[src/pkg/srpm_pkg.sv]
// Constants and types for the refresh and low-power control block.
// Assumes a single 25 MHz system clock; all figures are derived here.
package srpm_pkg;

    // ------------------------------------------------------------
    // Clock and timing
    // ------------------------------------------------------------
    localparam int CLK_PERIOD_NS             = 40;          // System clock period
    localparam int REFRESH_CYCLE_TIME_NS     = 70;          // Refresh cycle time, plain default
    // Least time: round up to whole cycles
    localparam int REFRESH_CYCLE_CLKS        = (REFRESH_CYCLE_TIME_NS + CLK_PERIOD_NS - 1) / CLK_PERIOD_NS;
    localparam int REFRESH_WINDOW_MS         = 64;          // Refresh window
    localparam int ROW_COUNT                 = 4096;        // Rows per refresh window
    // Longest time between self-refresh cycles: round down
    localparam int SREF_TICK_CLKS            = (REFRESH_WINDOW_MS * 1000000 / ROW_COUNT) / CLK_PERIOD_NS;
    localparam int SREF_EXIT_CLKS            = 2;           // Least stay in exit recovery

    // ------------------------------------------------------------
    // Widths and reset values
    // ------------------------------------------------------------
    localparam int ROW_W                     = 12;          // Refresh row counter width
    localparam int TMR_W                     = 9;           // Holds SREF_TICK_CLKS
    localparam logic [ROW_W-1:0] ROW_RESET   = 12'hfff;     // First refresh lands on row zero
    localparam logic [TMR_W-1:0] TMR_RESET   = 9'h000;

    // ------------------------------------------------------------
    // Operating states
    // ------------------------------------------------------------
    typedef enum logic [2:0] {
        ST_IDLE,
        ST_AUTO_REF,
        ST_SELF_REF,
        ST_SREF_EXIT,
        ST_POWER_DOWN
    } srpm_state_t;

endpackage

[src/pkg/srpm_refresh_if.sv]
// Link between the mode controller and the refresh row counter.
// Assumes both ends share sys_clk.
interface srpm_refresh_if import srpm_pkg::*; ();

    logic             start;   // Begin one refresh cycle
    logic             busy;    // Refresh cycle running
    logic [ROW_W-1:0] row;     // Row of the current or last refresh

    modport ctrl (output start, input busy, input row);
    modport cnt  (input start, output busy, output row);

endinterface

[src/hw/srpm_row_counter.sv]
// Internal refresh row counter and refresh cycle timer.
// Assumes start is only acted on while no refresh is running.
module srpm_row_counter import srpm_pkg::*; (
    // Clock and reset
    input wire logic sys_clk,
    input wire logic arst_n,
    // Controller side
    srpm_refresh_if.cnt rif
);

    // ------------------------------------------------------------
    // State
    // ------------------------------------------------------------
    logic [ROW_W-1:0] row_ff;        // Row being refreshed
    logic [ROW_W-1:0] nxt_row;
    logic [TMR_W-1:0] busy_cnt_ff;   // Cycles left in refresh
    logic [TMR_W-1:0] nxt_busy_cnt;

    assign rif.row  = row_ff;
    assign rif.busy = (busy_cnt_ff != TMR_RESET);

    // Next row and busy time; address pins never feed this
    always_comb begin
        nxt_row      = row_ff;
        nxt_busy_cnt = busy_cnt_ff;
        if (rif.start && !rif.busy) begin
            nxt_row      = row_ff + 12'h001;
            nxt_busy_cnt = TMR_W'(REFRESH_CYCLE_CLKS);
        end else if (rif.busy) begin
            nxt_busy_cnt = busy_cnt_ff - 9'h001;
        end
    end

    // Register only
    always_ff @(posedge sys_clk or negedge arst_n) begin
        if (!arst_n) begin
            row_ff      <= ROW_RESET;
            busy_cnt_ff <= TMR_RESET;
        end else begin
            row_ff      <= nxt_row;
            busy_cnt_ff <= nxt_busy_cnt;
        end
    end
endmodule

[src/hw/srpm_core.sv]
// Refresh, self refresh, power-down and clock suspend control of the memory.
// Assumes pins are synchronous to sys_clk and that the core reports open
// banks and running column bursts.
//
// Function
// - Refresh row comes from internal counter
// - In self refresh only gate input matters
// - Self refresh runs internally timed refresh cycles
// - Gate low with idle enters power-down
// - Power-down disables buffers except gate input
// - Idle command with gate high ends power-down
// - Gate low in burst enters clock suspend
// - Each low gate edge skips next internal edge
// - Gate high resumes on following edge
module srpm_core import srpm_pkg::*; (
    // Clock and reset
    input  wire logic             sys_clk,
    input  wire logic             arst_n,
    // Command pins
    input  wire logic             cke,
    input  wire logic             cs_n,
    input  wire logic             ras_n,
    input  wire logic             cas_n,
    input  wire logic             we_n,
    input  wire logic [ROW_W-1:0] addr,
    // Core status
    input  wire logic             any_bank_open,
    input  wire logic             burst_active,
    // Refresh outputs
    output logic      [ROW_W-1:0] refresh_row,
    output logic                  refresh_pulse,
    output logic                  refresh_busy,
    // Mode outputs
    output logic                  in_self_refresh,
    output logic                  in_exit_recovery,
    output logic                  in_pdn_precharge,
    output logic                  in_pdn_active,
    output logic                  int_clk_en,
    output logic                  cmd_enable,
    output logic                  buf_enable,
    output logic                  dq_hold
);

    // ------------------------------------------------------------
    // Declarations
    // ------------------------------------------------------------
    srpm_refresh_if rif ();              // Link to the row counter

    srpm_state_t      state_ff;          // Operating mode
    srpm_state_t      nxt_state;
    logic [TMR_W-1:0] tmr_ff;            // Self refresh tick or exit count
    logic [TMR_W-1:0] nxt_tmr;
    logic             pdn_act_ff;        // Power-down entered with a row open
    logic             nxt_pdn_act;
    logic             clk_en_ff;         // Internal clock edge allowed
    logic             nxt_clk_en;
    logic             start;             // Refresh start request
    logic             is_nop;            // Inhibit or no-operation
    logic             is_ref;            // Refresh command encoding
    logic             addr_unused;       // Address is a don't-care here

    // ------------------------------------------------------------
    // Command decode
    // ------------------------------------------------------------
    assign is_nop      = cs_n | (ras_n & cas_n & we_n);
    assign is_ref      = !cs_n && !ras_n && !cas_n && we_n;
    // Address never reaches refresh logic; row is internal
    assign addr_unused = ^addr;

    // ------------------------------------------------------------
    // Row counter
    // ------------------------------------------------------------
    srpm_row_counter u_row_counter (
        .sys_clk (sys_clk),
        .arst_n  (arst_n),
        .rif     (rif.cnt)
    );

    assign rif.start = start;

    // ------------------------------------------------------------
    // Mode state machine
    // ------------------------------------------------------------
    // Next mode, timers and suspend; idle only acts when not suspended
    always_comb begin
        nxt_state   = state_ff;
        nxt_tmr     = tmr_ff;
        nxt_pdn_act = pdn_act_ff;
        nxt_clk_en  = 1'b1;
        start       = 1'b0;
        case (state_ff)
            ST_IDLE: begin
                // Suspend holds while gate stays low, from a burst onward
                if (!cke && (burst_active || !clk_en_ff)) begin
                    nxt_clk_en = 1'b0;
                end
                // Gate sampled high lifts suspend on the next edge
                if (clk_en_ff && !rif.busy) begin
                    if (is_ref && !any_bank_open) begin
                        start = 1'b1;
                        if (cke) begin
                            nxt_state = ST_AUTO_REF;
                        end else begin
                            nxt_state = ST_SELF_REF;
                            nxt_tmr   = TMR_W'(SREF_TICK_CLKS - 1);
                        end
                    end else if (!cke && is_nop && !burst_active) begin
                        nxt_state   = ST_POWER_DOWN;
                        nxt_pdn_act = any_bank_open;
                    end
                end
            end
            ST_AUTO_REF: begin
                // Refresh runs to its end; other commands have no effect
                if (!rif.busy) begin
                    nxt_state = ST_IDLE;
                end
            end
            ST_SELF_REF: begin
                // Only the gate input is looked at here
                if (cke) begin
                    nxt_state = ST_SREF_EXIT;
                    nxt_tmr   = TMR_W'(SREF_EXIT_CLKS - 1);
                end else if (tmr_ff == TMR_RESET) begin
                    // Internal timebase; a refresh still running delays the tick
                    if (!rif.busy) begin
                        start   = 1'b1;
                        nxt_tmr = TMR_W'(SREF_TICK_CLKS - 1);
                    end
                end else begin
                    nxt_tmr = tmr_ff - 9'h001;
                end
            end
            ST_SREF_EXIT: begin
                // Let any refresh in flight finish before taking commands
                if (tmr_ff != TMR_RESET) begin
                    nxt_tmr = tmr_ff - 9'h001;
                end else if (!rif.busy) begin
                    nxt_state = ST_IDLE;
                end
            end
            ST_POWER_DOWN: begin
                // Only an idle command with the gate high wakes it
                if (cke && is_nop) begin
                    nxt_state   = ST_IDLE;
                    nxt_pdn_act = 1'b0;
                end
            end
            default: begin
                nxt_state = ST_IDLE;
            end
        endcase
    end

    // Register only
    always_ff @(posedge sys_clk or negedge arst_n) begin
        if (!arst_n) begin
            state_ff   <= ST_IDLE;
            tmr_ff     <= TMR_RESET;
            pdn_act_ff <= 1'b0;
            clk_en_ff  <= 1'b1;
        end else begin
            state_ff   <= nxt_state;
            tmr_ff     <= nxt_tmr;
            pdn_act_ff <= nxt_pdn_act;
            clk_en_ff  <= nxt_clk_en;
        end
    end

    // ------------------------------------------------------------
    // Outputs
    // ------------------------------------------------------------
    assign refresh_row      = rif.row;
    assign refresh_pulse    = start;
    assign refresh_busy     = rif.busy;
    assign in_self_refresh  = (state_ff == ST_SELF_REF);
    assign in_exit_recovery = (state_ff == ST_SREF_EXIT);
    assign in_pdn_precharge = (state_ff == ST_POWER_DOWN) && !pdn_act_ff;
    assign in_pdn_active    = (state_ff == ST_POWER_DOWN) && pdn_act_ff;
    assign int_clk_en       = clk_en_ff;
    // Commands only reach the core on a live internal edge in idle
    assign cmd_enable       = (state_ff == ST_IDLE) && clk_en_ff;
    // Buffers off in power-down and self refresh to save standby power
    assign buf_enable       = (state_ff != ST_POWER_DOWN) && (state_ff != ST_SELF_REF);
    // Suspended output data stays on the pins
    assign dq_hold          = !clk_en_ff;
endmodule

[config.mk]
export PLATFORM = sky130hd
export DESIGN_NAME = srpm_core
export DESIGN_NICKNAME = d
export VERILOG_FILES = /design/src/pkg/srpm_pkg.sv /design/src/pkg/srpm_refresh_if.sv /design/src/hw/srpm_row_counter.sv /design/src/hw/srpm_core.sv
export SDC_FILE = /design/constraint.sdc
export NUM_CORES = 1
export LEC_CHECK = 0
export BUFFER_PORTS_ARGS = -buffer_cell sky130_fd_sc_hd__buf_2
export CAP_MARGIN = 20
export CORE_AREA = 8 8 74 76
export DETAILED_ROUTE_END_ITERATION = 8
export DIE_AREA = 0 0 82 84
export PLACE_DENSITY_LB_ADDON = 0.05
export SLEW_MARGIN = 40
export SYNTH_ARGS = -nofsm -noshare
export SYNTH_HDL_FRONTEND = slang
export SYNTH_SLANG_ARGS = --single-unit
[constraint.sdc]
create_clock -name sys_clk -period 2.7 [get_ports sys_clk]
set_input_delay 0.135 -clock sys_clk [delete_from_list [all_inputs] [get_ports sys_clk]]
set_output_delay 0.135 -clock sys_clk [all_outputs]
set_load 0.01 [all_outputs]
* After elaboration in Yosys (flattened, before gate mapping)
Index checks and enable logic that the tools add are counted. W data, S select, Z words.
Storage, ports and cells: input bits 21, register bits 35
Cells by class: multiplexer cells 32, bitwise operators 3, equality and inequality tests 17, $add $sub $neg 3, reduce and logical (&&, ||, !) cells 34
Operators by type and width (number):
- $mux W9 | 9
- $pmux W9 S3 | 1
- $mux W3 | 7
- $reduce_bool A9 Y1 | 2
- $sub A9 B1 Y9 const B | 2
- $ne A2 B2 Y1 const B | 8
- $pmux W3 S5 | 1
- $logic_and A1 B1 Y1 | 14
- $add A12 B1 Y12 const B | 1
- $mux W1 | 11
- $reduce_and A5 Y1 | 2
- $logic_not A1 Y1 | 9
- $logic_not A9 Y1 | 1
- $eq A3 B2 Y1 const B | 2
- $ne A3 B3 Y1 const B | 2
- $reduce_and A6 Y1 | 1
- $ne A4 B4 Y1 const B | 1
- $pmux W1 S2 | 2
- $reduce_bool A2 Y1 | 2
- $eq A3 B1 Y1 const B | 1
- $eq A3 B3 Y1 const B | 1
- $logic_not A3 Y1 | 1
- $ne A3 B2 Y1 const B | 1
- $reduce_bool A3 Y1 | 1
- other kinds (5) | 6

* Logic depth before layout (Yosys ltp)
Gate-level depths: netlist of run 1.
depth in word-level cells 10, gate-level depth with buffers 9

* Hierarchy
A second synthesis of run 1 with hierarchy kept.
Second synthesis, totals: cells, all modules 202, area, all modules 2016.9 µm²
By module, submodules not included:
- srpm_core | instances 1, cells an instance 121, area each 1052.3 µm²
- srpm_row_counter | instances 1, cells an instance 81, area each 964.7 µm²

* Worst setup path after synthesis of run 1
No wires, ideal clock.
kind register to register, start reg u_row_counter.busy_cnt_ff[2], end reg tmr_ff[0], cell stages (with the launch flop) 8, setup slack 0.272 ns, path buffers 2, setup time 0.125 ns, period minus slack after synthesis 2.428 ns, arrival time 2.303 ns, path through dfrtp_1 -> or4_4 -> or4_1 -> buf_2 -> a21oi_4 -> o21a_1 -> buf_6 -> mux2_4
Between the ends: longest elaborated chain between the ends 5
Ends and longest elaborated chain:
- from (decl) | RTL line srpm_row_counter.sv:16 | logic [TMR_W-1:0] busy_cnt_ff;
- from (signal assigned) | RTL line srpm_row_counter.sv:41 | busy_cnt_ff <= nxt_busy_cnt;
- $reduce_bool A9 Y1 * | RTL line srpm_row_counter.sv:20 | assign rif.busy = (busy_cnt_ff != TMR_RESET);
- $logic_not A1 Y1 | RTL line srpm_core.sv:98 | if (clk_en_ff && !rif.busy) begin
- $logic_and A1 B1 Y1 | RTL line srpm_core.sv:98
- $ne A2 B2 Y1 (no line)
- $reduce_and A6 Y1 (no line) *
- to (signal assigned) | RTL line srpm_core.sv:164 | tmr_ff <= nxt_tmr;
- to (decl) | RTL line srpm_core.sv:51 | logic [TMR_W-1:0] tmr_ff;
Mark *: on every way between the ends. The rest lies on a longest branch, timed or not. A chain may end at the register's enable or synchronous reset.

* Worst setup path in the final report of run 1
start reg u_row_counter.busy_cnt_ff[2], end reg tmr_ff[1]
Same word-level chain as after synthesis.

==> results.yml, run 1 <==
status:
  status: "complete, no violations"
layout:
  fin_util_pct: 57.8
  nFillCells: 395
  nets: 279
  syn_to_final_growth_pct: 17.0
  n_antenna_cell: 0
  drive_gt1_share_pct: 31.8
synthesis:
  ys_seq_elements: 35
  synth_top_cell_area_share_pct: 26.1
  ys_top_cells_by_count: "dfrtp_1, nor2_1, nor3_1"
  ys_top_cells_by_area: "dfrtp_1, dfstp_2, xor2_1, nor3_1, nor2_1"
  yosysMostFrequentCell: "dfrtp_1"
  ys_types: 55
  async_flop_share_pct: 100
  seq_area_frac_synth_pct: 42.4
  synthFlopType: "dfrtp_1"
  netlist_area_um2: 2110
  syn-num-nets: 238
  yosys.area.top_type: "dfrtp_1"
  ys_warn_count: 0
  synthCells: 213
  synth-edff-count: 0
  avgSynthCellArea_um2: 9.89
sta:
  period_minus_slack_ps: 2560
  max_freq_mhz: 391
  worst_pin_slew_ps: 670
  finalClockSkew_ps: 11.5
  setup_viol: 0
  slew_headroom_pct: 55.2
  rsz0062_at_grt: "false"
  hold_viol: 0
  setup_slack_ps: 141
  slew_viol_final: 0
  hold_slack_ps: 43.8
  period_share_pct: 94.8
clock_tree:
  clk_latency_ps: 280
  cts_setup_buffers: 0
  clk_pin_slew_ps: 80
  cts.sinks: 35
  cts_buffer_depth: 2
  htreeDepth: 2
  cts-buffers-inserted: 5
  root_buffer: "clkbuf_8"
  cts_tree: "yes"
placement:
  portBuffers: 30
  gp_congestion: 0.903
  pre_cts_ws_ps: -16.2
  dp.final_hpwl_mm: 3.65
critical_path:
  crit_type: "register to register"
  end_kind: "register"
  crit_required_ps: 2860
  arrival_ps: 2720
  critPathLaunchType: "register"
  critPathMaxFanout: 6
route:
  postRouteWirelength_mm: 4.86
  drt_iter0_markers: 82
  via_count: 1762
  drt-met1-wl_mm: 2.20
  route.detailed.drc: 0
  wl_met2_mm: 2.32
  wl_met3_um: 304
  dr.max_layer_used: "met4"
  vias_per_cell: 5.74
  first_pass_iters: 4
  wl_per_cell_um: 15.8
  ant_nets: 0
grt:
  grt_start_max_net_pins: 36
  antenna_found_initial: 0
  grt_pass1_vias: 1798
  grt_usage_pct: 14.7
  overflow: 0
  grt_pass1_wl_mm: 8.22
floorplanning:
  fp-row-count: 24
  die_x_um: 82
  initial_utilization_pct: 49.4
  dieArea_um2: 6890
  core_um2: 4260
  die_y_um: 84
  io_pins: 43
power_and_ir_drop:
  pwr_density_cell_nw_per_um2: 821
  leakage_nw: 1.16
  ir_drop_mv: 0.367
min_path:
  hp-class: "input port to register"
run:
  cap_violations: 0
-- cells by family after synthesis --
family	after synthesis	synth area share (%)
xor gates and xnor gates	16	6.65
adders and majority gates	4	2.38
DFF	35	42.4
muxes	5	2.91
buffers and inverters	21	4.75
and+or+nand+nor	91	24.8
AOI/OAI and AO/OA	41	16.2
-- per-stage QoR --
step / TNS (ps) / area, um^2 / instances / total power, mW
3_5_place_dp: -16.2 / 2350 / 298 / 1.66
3_3_place_gp: 0 / 2350 / 298 / 1.62
2_1_floorplan: 0 / 2110 / 213 / 1.37
6_report: 0 / 2460 / 307 / 2.02
4_1_cts: 0 / 2450 / 307 / 2.04
5_1_grt: 0 / 2460 / 307 / 2.18
-- critical path: stages, from the launching register on --
cell	delay, ps
dfrtp_1	450
or4_4	580
or4_1	640
a21oi_4	180
o21a_1	260
mux2_4	330
-- cell usage in the layout (no fill, tap or decap), drive strengths merged, types with 2 or more instances in the layout --
master  synthesis  final
buf             5     40
dfrtp          22     22
nor2           17     17
nor3           16     16
inv            14     14
nand2          13     13
dfstp          13     13
xor2           11     11
nor4           11     11
nand3           9      9
o21ai           9      9
clkbuf          2      6
xnor2           5      5
o221ai          4      4
a32o            4      4
ha              4      4
a21oi           4      4
o211ai          4      4
or2             3      3
and3            3      3
o21a            3      3
o211a           3      3
or4b            3      3
or4             3      3
mux2            3      3
and2            2      2
nand2b          2      2
nand4           2      2
mux2i           2      2
-- registers in the layout, indices dropped and copies added, names as in the netlist --
name and count:
u_row_counter.rif.row 12, tmr_ff 9, u_row_counter.busy_cnt_ff 9, state_ff 3
int_clk_en 1, pdn_act_ff 1
-- final timing paths --
path                                                          start                                  endpoint  slack (ps)  cells after the start
max                        u_row_counter.busy_cnt_ff[2]$_DFFE_PN0P_                     tmr_ff[1]$_DFFE_PN0P_         140                      5
min                                                    burst_active                      int_clk_en$_DFF_PN1_          40                      2
max reg2reg                u_row_counter.busy_cnt_ff[2]$_DFFE_PN0P_                     tmr_ff[1]$_DFFE_PN0P_         140                      5
min reg2reg                u_row_counter.busy_cnt_ff[0]$_DFFE_PN0P_  u_row_counter.busy_cnt_ff[0]$_DFFE_PN0P_         510                      1
max in group asynchronous                                    arst_n      u_row_counter.rif.row[7]$_DFFE_PN1P_        2010                      2
min in group asynchronous                                    arst_n                    pdn_act_ff$_DFFE_PN0P_         340                      2
-- per-layer routing --
layer | up-vias | global-route usage (%)
li1 | 868 | -
met1 | 849 | 18.4
met2 | 40 | 24.0
met3 | 5 | 3.34
met4 | 0 | 4.15
met5 | - | 0
-- power breakdown --
part	total [mW]	leakage (nW)	internal, mW	switching (mW)
Clock	0.370	0.0412	0.180	0.189
Combinational	0.867	0.713	0.378	0.489
Sequential	0.785	0.410	0.655	0.131
-- layout make-up --
type | instances | area, um^2 | area share [%]
inverter | 14 | 52.6 | 2.13
timing repair buffer | 41 | 238 | 9.65
clock buffer | 6 | 72.6 | 2.95
sequential | 35 | 892 | 36.2
clock inverter | 2 | 12.5 | 0.508
multi-input combinational | 157 | 1130 | 45.9
tap | 52 | 65.1 | 2.64
-- repair_timing --
item	CTS	global route
pin swaps	0	0
hold buffers	1	0
endpoints found under the setup margin	1	3
cloned	0	0
resized for setup	1	3
endpoints found under the hold margin	22	0
(Power assumes the default switching activity.)
==> run 2: changes to the inputs <==
CORE_AREA = 8 8 75 77   (was 8 8 74 76)
DIE_AREA = 0 0 83 85   (was 0 0 82 84)
clock period = 2.3 ns   (was 2.7 ns; I/O delays follow)
==> results.yml, run 2 (synthesized netlist as in run 1, its figures left out) <==
placement:
  gp_congestion: 0.886
  placedCellCount: 322
  portBuffers: 30
  dpl_cell_area_um2: 2530
  dp.final_hpwl_mm: 3.90
power_and_ir_drop:
  power.total_mw: 2.67
  p_int_mw: 1.60
  leakage_nw: 1.32
  pwr-share-seq_pct: 33.1
  ir_drop_mv: 0.392
  p_sw_mw: 1.07
  swShare_pct: 40.1
  clock_power_share_pct: 16.8
  pwr_density_cell_nw_per_um2: 962
  p_comb_share_pct: 50.0
critical_path:
  critPathSlowestCell: "or4_4"
  crit_type: "register to register"
  crit_required_ps: 2470
  critPathMaxFanout: 8
  slowest_delay_ps: 520
  critical-path-top-delay-family: "simple AND/OR/NAND/NOR gates"
  crit_buf_inv: 0
  critPathLaunchType: "register"
  crit_top_cell: "or4_4"
  arrival_ps: 2410
  path_cells: "or4_4 -> or4_4 -> a21oi_4 -> o21a_4 -> mux2_4"
  end_kind: "register"
sta:
  slew_viol_final: 0
  slew_headroom_pct: 64.6
  hold_viol: 0
  worst_pin_slew_ps: 529
  period_minus_slack_ps: 2230
  finalClockSkew_ps: 6.95
  setup_viol: 0
  period_share_pct: 97.1
  max_freq_mhz: 448
  rsz0062_at_grt: "true"
clock_tree:
  cts_buffer_depth: 2
  clk_latency_ps: 290
  clk_pin_slew_ps: 80
  cts-buffers-inserted: 5
  htreeDepth: 2
  root_buffer: "clkbuf_8"
  cts_tree: "yes"
  cts.sinks: 35
layout:
  drive_gt1_share_pct: 41.3
  layout_common_cells: "buf_4, buf_2, dfrtp_1, nor2_1"
  syn_to_final_growth_pct: 31.8
  nFillCells: 397
  final_common_cell: "buf_4"
  nets: 305
  design_area_um2: 2780
  stdcell_count: 335
  largest_register_ffs: 12
  n_antenna_cell: 0
route:
  wl_per_cell_um: 16.3
  ant_nets: 0
  postRouteWirelength_mm: 5.45
  via_count: 1917
  first_pass_iters: 4
  vias_per_cell: 5.72
  drt_iter0_markers: 68
  route.detailed.drc: 0
floorplanning:
  die_x_um: 83
  fp-row-count: 25
  initial_utilization_pct: 46.4
  core_um2: 4540
  die_y_um: 85
  io_pins: 43
  dieArea_um2: 7060
grt:
  grt_start_max_net_pins: 36
  overflow: 0
  grt_pass1_vias: 1993
  grt_usage_pct: 15.1
  grt_pass1_wl_mm: 9.00
  antenna_found_initial: 0
run:
  cap_violations: 0
min_path:
  hp-class: "input port to register"
status:
  status: "complete, no violations"
==> run 2: area by class of cell <==
type | instances | area, um^2 | share of cell area (%)
inverters | 14 | 52.6 | 1.89
repair buffers | 66 | 432 | 15.5
well taps | 54 | 67.6 | 2.43
flip-flops and latches | 35 | 892 | 32.1
clock inverters | 3 | 20.0 | 0.721
clock buffers | 5 | 68.8 | 2.48
multi-input cells | 158 | 1240 | 44.8
==> run 2: metrics by stage <==
step                setup TNS, ps  setup slack [ps]  util, %  hold WS, ps
floorplan                    -149             -74.5        -         -181
global placement             -314             -49.0     55.8          223
detailed placement           -857              -120     55.8          244
CTS                             0              17.5     59.3          171
global route                -6.48             -3.64     61.2          228
finish                          0              66.9     61.2          193
==> run 2: what timing repair did <==
item / CTS / global route
pin swaps: 2 / 6
gates resized for setup: 9 / 11
hold buffers: 2 / 0
cloned: 0 / 1
endpoints found under the hold margin: 23 / 0
setup buffers: 1 / 1
setup endpoints to repair: 18 / 16
==> run 2: power groups by stage <==
stage / Combinational (mW) / Clock, mW / Sequential, mW
4_1_cts: 1.28 / 0.465 / 0.883
3_3_place_gp: 1.21 / 0 / 0.877
6_report: 1.34 / 0.450 / 0.885
3_5_place_dp: 1.25 / 0 / 0.889
5_1_grt: 1.48 / 0.486 / 0.904
2_1_floorplan: 0.705 / 0 / 0.923
==> run 2: routing by layer <==
layer	global-route usage, %	wire (um)	part of all wire [%]
met1	17.4	2360	43
met2	25.9	2720	50
met3	3.54	252	4.6
met4	6.55	116	2.1
met5	0	0	0
==> run 2: path summary, 6_finish.rpt <==
kind,startpoint,end,slack [ps],cells past startpoint
setup / recovery,u_row_counter.busy_cnt_ff[2]$_DFFE_PN0P_,tmr_ff[1]$_DFFE_PN0P_,70,5
hold / removal,cke,int_clk_en$_DFF_PN1_,190,3
setup reg to reg,u_row_counter.busy_cnt_ff[2]$_DFFE_PN0P_,tmr_ff[1]$_DFFE_PN0P_,70,5
hold reg to reg,u_row_counter.rif.row[0]$_DFFE_PN1P_,u_row_counter.rif.row[0]$_DFFE_PN1P_,510,1
max in group asynchronous,arst_n,u_row_counter.rif.row[7]$_DFFE_PN1P_,1640,2
min in group asynchronous,arst_n,pdn_act_ff$_DFFE_PN0P_,310,2
==> run 2: worst reg2reg max path, cell delays in order (launching register included) <==
cell	delay (ps)
dfrtp_1	430
or4_4	520
or4_4	460
a21oi_4	180
o21a_4	210
mux2_4	310
==> run 3: changes to the inputs <==
CORE_AREA = 8 8 74 76   (was 8 8 75 77)
DIE_AREA = 0 0 82 84   (was 0 0 83 85)
SYNTH_HIERARCHICAL = 1   (was unset)
==> results.yml, run 3 <==
layout:
  layout_common_cells: "buf_4, buf_2, dfrtp_1, dfstp_2, inv_1"
  nets: 307
  largest_register_ffs: 12
  nFillCells: 327
  n_antenna_cell: 0
  syn_to_final_growth_pct: 45.5
  final_common_cell: "buf_4"
  drive_gt1_share_pct: 48.6
route:
  ant_nets: 0
  first_pass_iters: 4
  drt_iter0_markers: 161
  postRouteWirelength_mm: 5.48
  vias_per_cell: 5.68
  route.detailed.drc: 0
  wl_per_cell_um: 16.3
  via_count: 1908
sta:
  hold_viol: 0
  slew_viol_final: 0
  finalClockSkew_ps: 9.39
  max_freq_mhz: 369
  hold_slack_ps: 53.9
  period_minus_slack_ps: 2710
  rsz0062_at_grt: "true"
  setup_slack_ps: -413
  setup-tns-final_ps: -6570
  setup_viol: 27
  period_share_pct: 118
  worst_pin_slew_ps: 531
  slew_headroom_pct: 64.4
placement:
  dp.final_hpwl_mm: 3.72
  pre_cts_ws_ps: -376
  gp_congestion: 0.864
  portBuffers: 30
floorplanning:
  initial_utilization_pct: 47.3
  die_x_um: 82
  die_y_um: 84
  io_pins: 43
  fp-row-count: 24
  core_um2: 4260
  dieArea_um2: 6890
clock_tree:
  clk_latency_ps: 290
  cts.sinks: 35
  cts_tree: "yes"
  root_buffer: "clkbuf_8"
  cts_buffer_depth: 2
  clk_pin_slew_ps: 80
  cts-buffers-inserted: 5
  htreeDepth: 2
synthesis:
  ys_top_cells_by_count: "dfrtp_1, dfstp_2, o21ai_0"
  yosys.area.top_type: "dfrtp_1"
  syn-num-nets: 226
  synth_top_cell_area_share_pct: 27.3
  async_flop_share_pct: 100
  ys_warn_count: 6
  avgSynthCellArea_um2: 9.98
  synthCells: 202
  ys_top_cells_by_area: "dfrtp_1, dfstp_2, xnor2_1, o21ai_0, xor2_1"
  synth-edff-count: 0
  ys_seq_elements: 35
  yosysMostFrequentCell: "dfrtp_1"
  ys_types: 57
  synthFlopType: "dfrtp_1"
  seq_area_frac_synth_pct: 44.2
  netlist_area_um2: 2020
min_path:
  hp-class: "input port to register"
critical_path:
  arrival_ps: 2930
  critPathLaunchType: "register"
  critPathMaxFanout: 4
  crit_required_ps: 2520
  crit_type: "register to register"
  end_kind: "register"
status:
  failed_checks: "negative setup slack"
  status: "finished with violations"
grt:
  grt_start_max_net_pins: 36
  grt_usage_pct: 16.2
  grt_pass1_vias: 2029
  antenna_found_initial: 0
  grt_pass1_wl_mm: 9.03
  overflow: 0
power_and_ir_drop:
  pwr_density_cell_nw_per_um2: 1020
  leakage_nw: 1.42
  ir_drop_mv: 0.560
run:
  cap_violations: 0
-- run 3: changes by cell type after synthesis, moves of 3 or more --
cell,previous run,this run
xnor2_1,5,10
xor2_1,11,6
a21oi_1,3,9
o221ai_1,4,0
o21ai_0,9,13
or2_2,3,0
nand2b_1,2,5
inv_1,14,11
nand2_1,13,7
nor2_1,17,10
nor2b_1,1,4
nor3_1,16,9
a32o_1,4,0
-- run 3: cell families (layout without fill, tap and decap cells) --
group	Yosys count	after routing	share of synthesized area (%)
AOI/OAI and AO/OA	45	45	16.0
xor gates and xnor gates	16	16	6.95
adders and majority gates	3	3	1.86
buffers and inverters	18	100	3.85
DFF	35	35	44.2
muxes	4	4	2.17
and+or+nand+nor	81	81	24.9
-- run 3: layer usage --
layer	routed length (um)	GRT usage, %	vias to the layer above	share of wire [%]
li1	-	-	912	-
met1	2270	18.9	931	41
met2	2850	26.9	52	52
met3	293	4.74	13	5.3
met4	72	5.91	0	1.3
met5	0	0	-	0
-- run 3: path summary, 6_finish.rpt --
kind	startpoint	end	slack, ps	depth (start not counted)
setup / recovery	u_row_counter/busy_cnt_ff[3]$_DFFE_PN0P_	u_row_counter/rif.row[4]$_DFFE_PN1N_	-410	8
hold / removal	burst_active	int_clk_en$_DFF_PN1_	50	2
setup reg to reg	u_row_counter/busy_cnt_ff[3]$_DFFE_PN0P_	u_row_counter/rif.row[4]$_DFFE_PN1N_	-410	8
hold reg to reg	u_row_counter/rif.row[9]$_DFFE_PN1N_	u_row_counter/rif.row[9]$_DFFE_PN1N_	500	1
max in group asynchronous	arst_n	u_row_counter/rif.row[0]$_DFFE_PN1N_	1630	2
min in group asynchronous	arst_n	tmr_ff[7]$_DFFE_PN0P_	320	2
-- run 3: what timing repair did --
| item | CTS | global route |
|---|---|---|
| pin swaps | 12 | 9 |
| buffers inserted | 6 | 6 |
| hold buffers | 1 | 0 |
| gates cloned | 0 | 0 |
| hold endpoints to repair | 22 | 0 |
| setup endpoints to repair | 23 | 29 |
| gates resized for setup | 16 | 22 |
-- run 3: power breakdown --
group          switching [mW]  leakage [nW]  total, mW  internal (mW)
sequential              0.108         0.410      0.897          0.789
combinational           0.791         0.949       1.53          0.734
clock                   0.234        0.0612      0.585          0.351
-- run 3: critical path, cell delays in order, from the launching register on --
cell and delay (ps):
dfrtp_1 390, or4_4 540, or4_4 520, a2111oi_4 270, nand2_1 150, nor4_4 320, buf_4 180, nand3_1 110
xnor2_1 170
-- run 3: through the flow --
| stage | cell area, um^2 | utilization, % | cells | power (mW) |
|---|---|---|---|---|
| 6_report | 2940 | 68.8 | 336 | 3.01 |
| 5_1_grt | 2940 | 68.8 | 336 | 3.22 |
| 4_1_cts | 2760 | 64.7 | 330 | 2.94 |
| 3_5_place_dp | 2530 | 59.2 | 315 | 2.31 |
| 3_3_place_gp | 2530 | 59.2 | 315 | 2.26 |
| 2_1_floorplan | 2070 | - | 202 | 1.72 |
-- run 3: area by class of cell --
class                   instances  area, um^2  area share, %
inverters                      11        41.3           1.41
well taps                      52        65.1           2.22
clock inverters                 2        35.0           1.19
multi-input cells             149        1240           42.1
repair buffers                 81         583           19.9
flip-flops and latches         35         892           30.4
clock buffers                   6        82.6           2.81
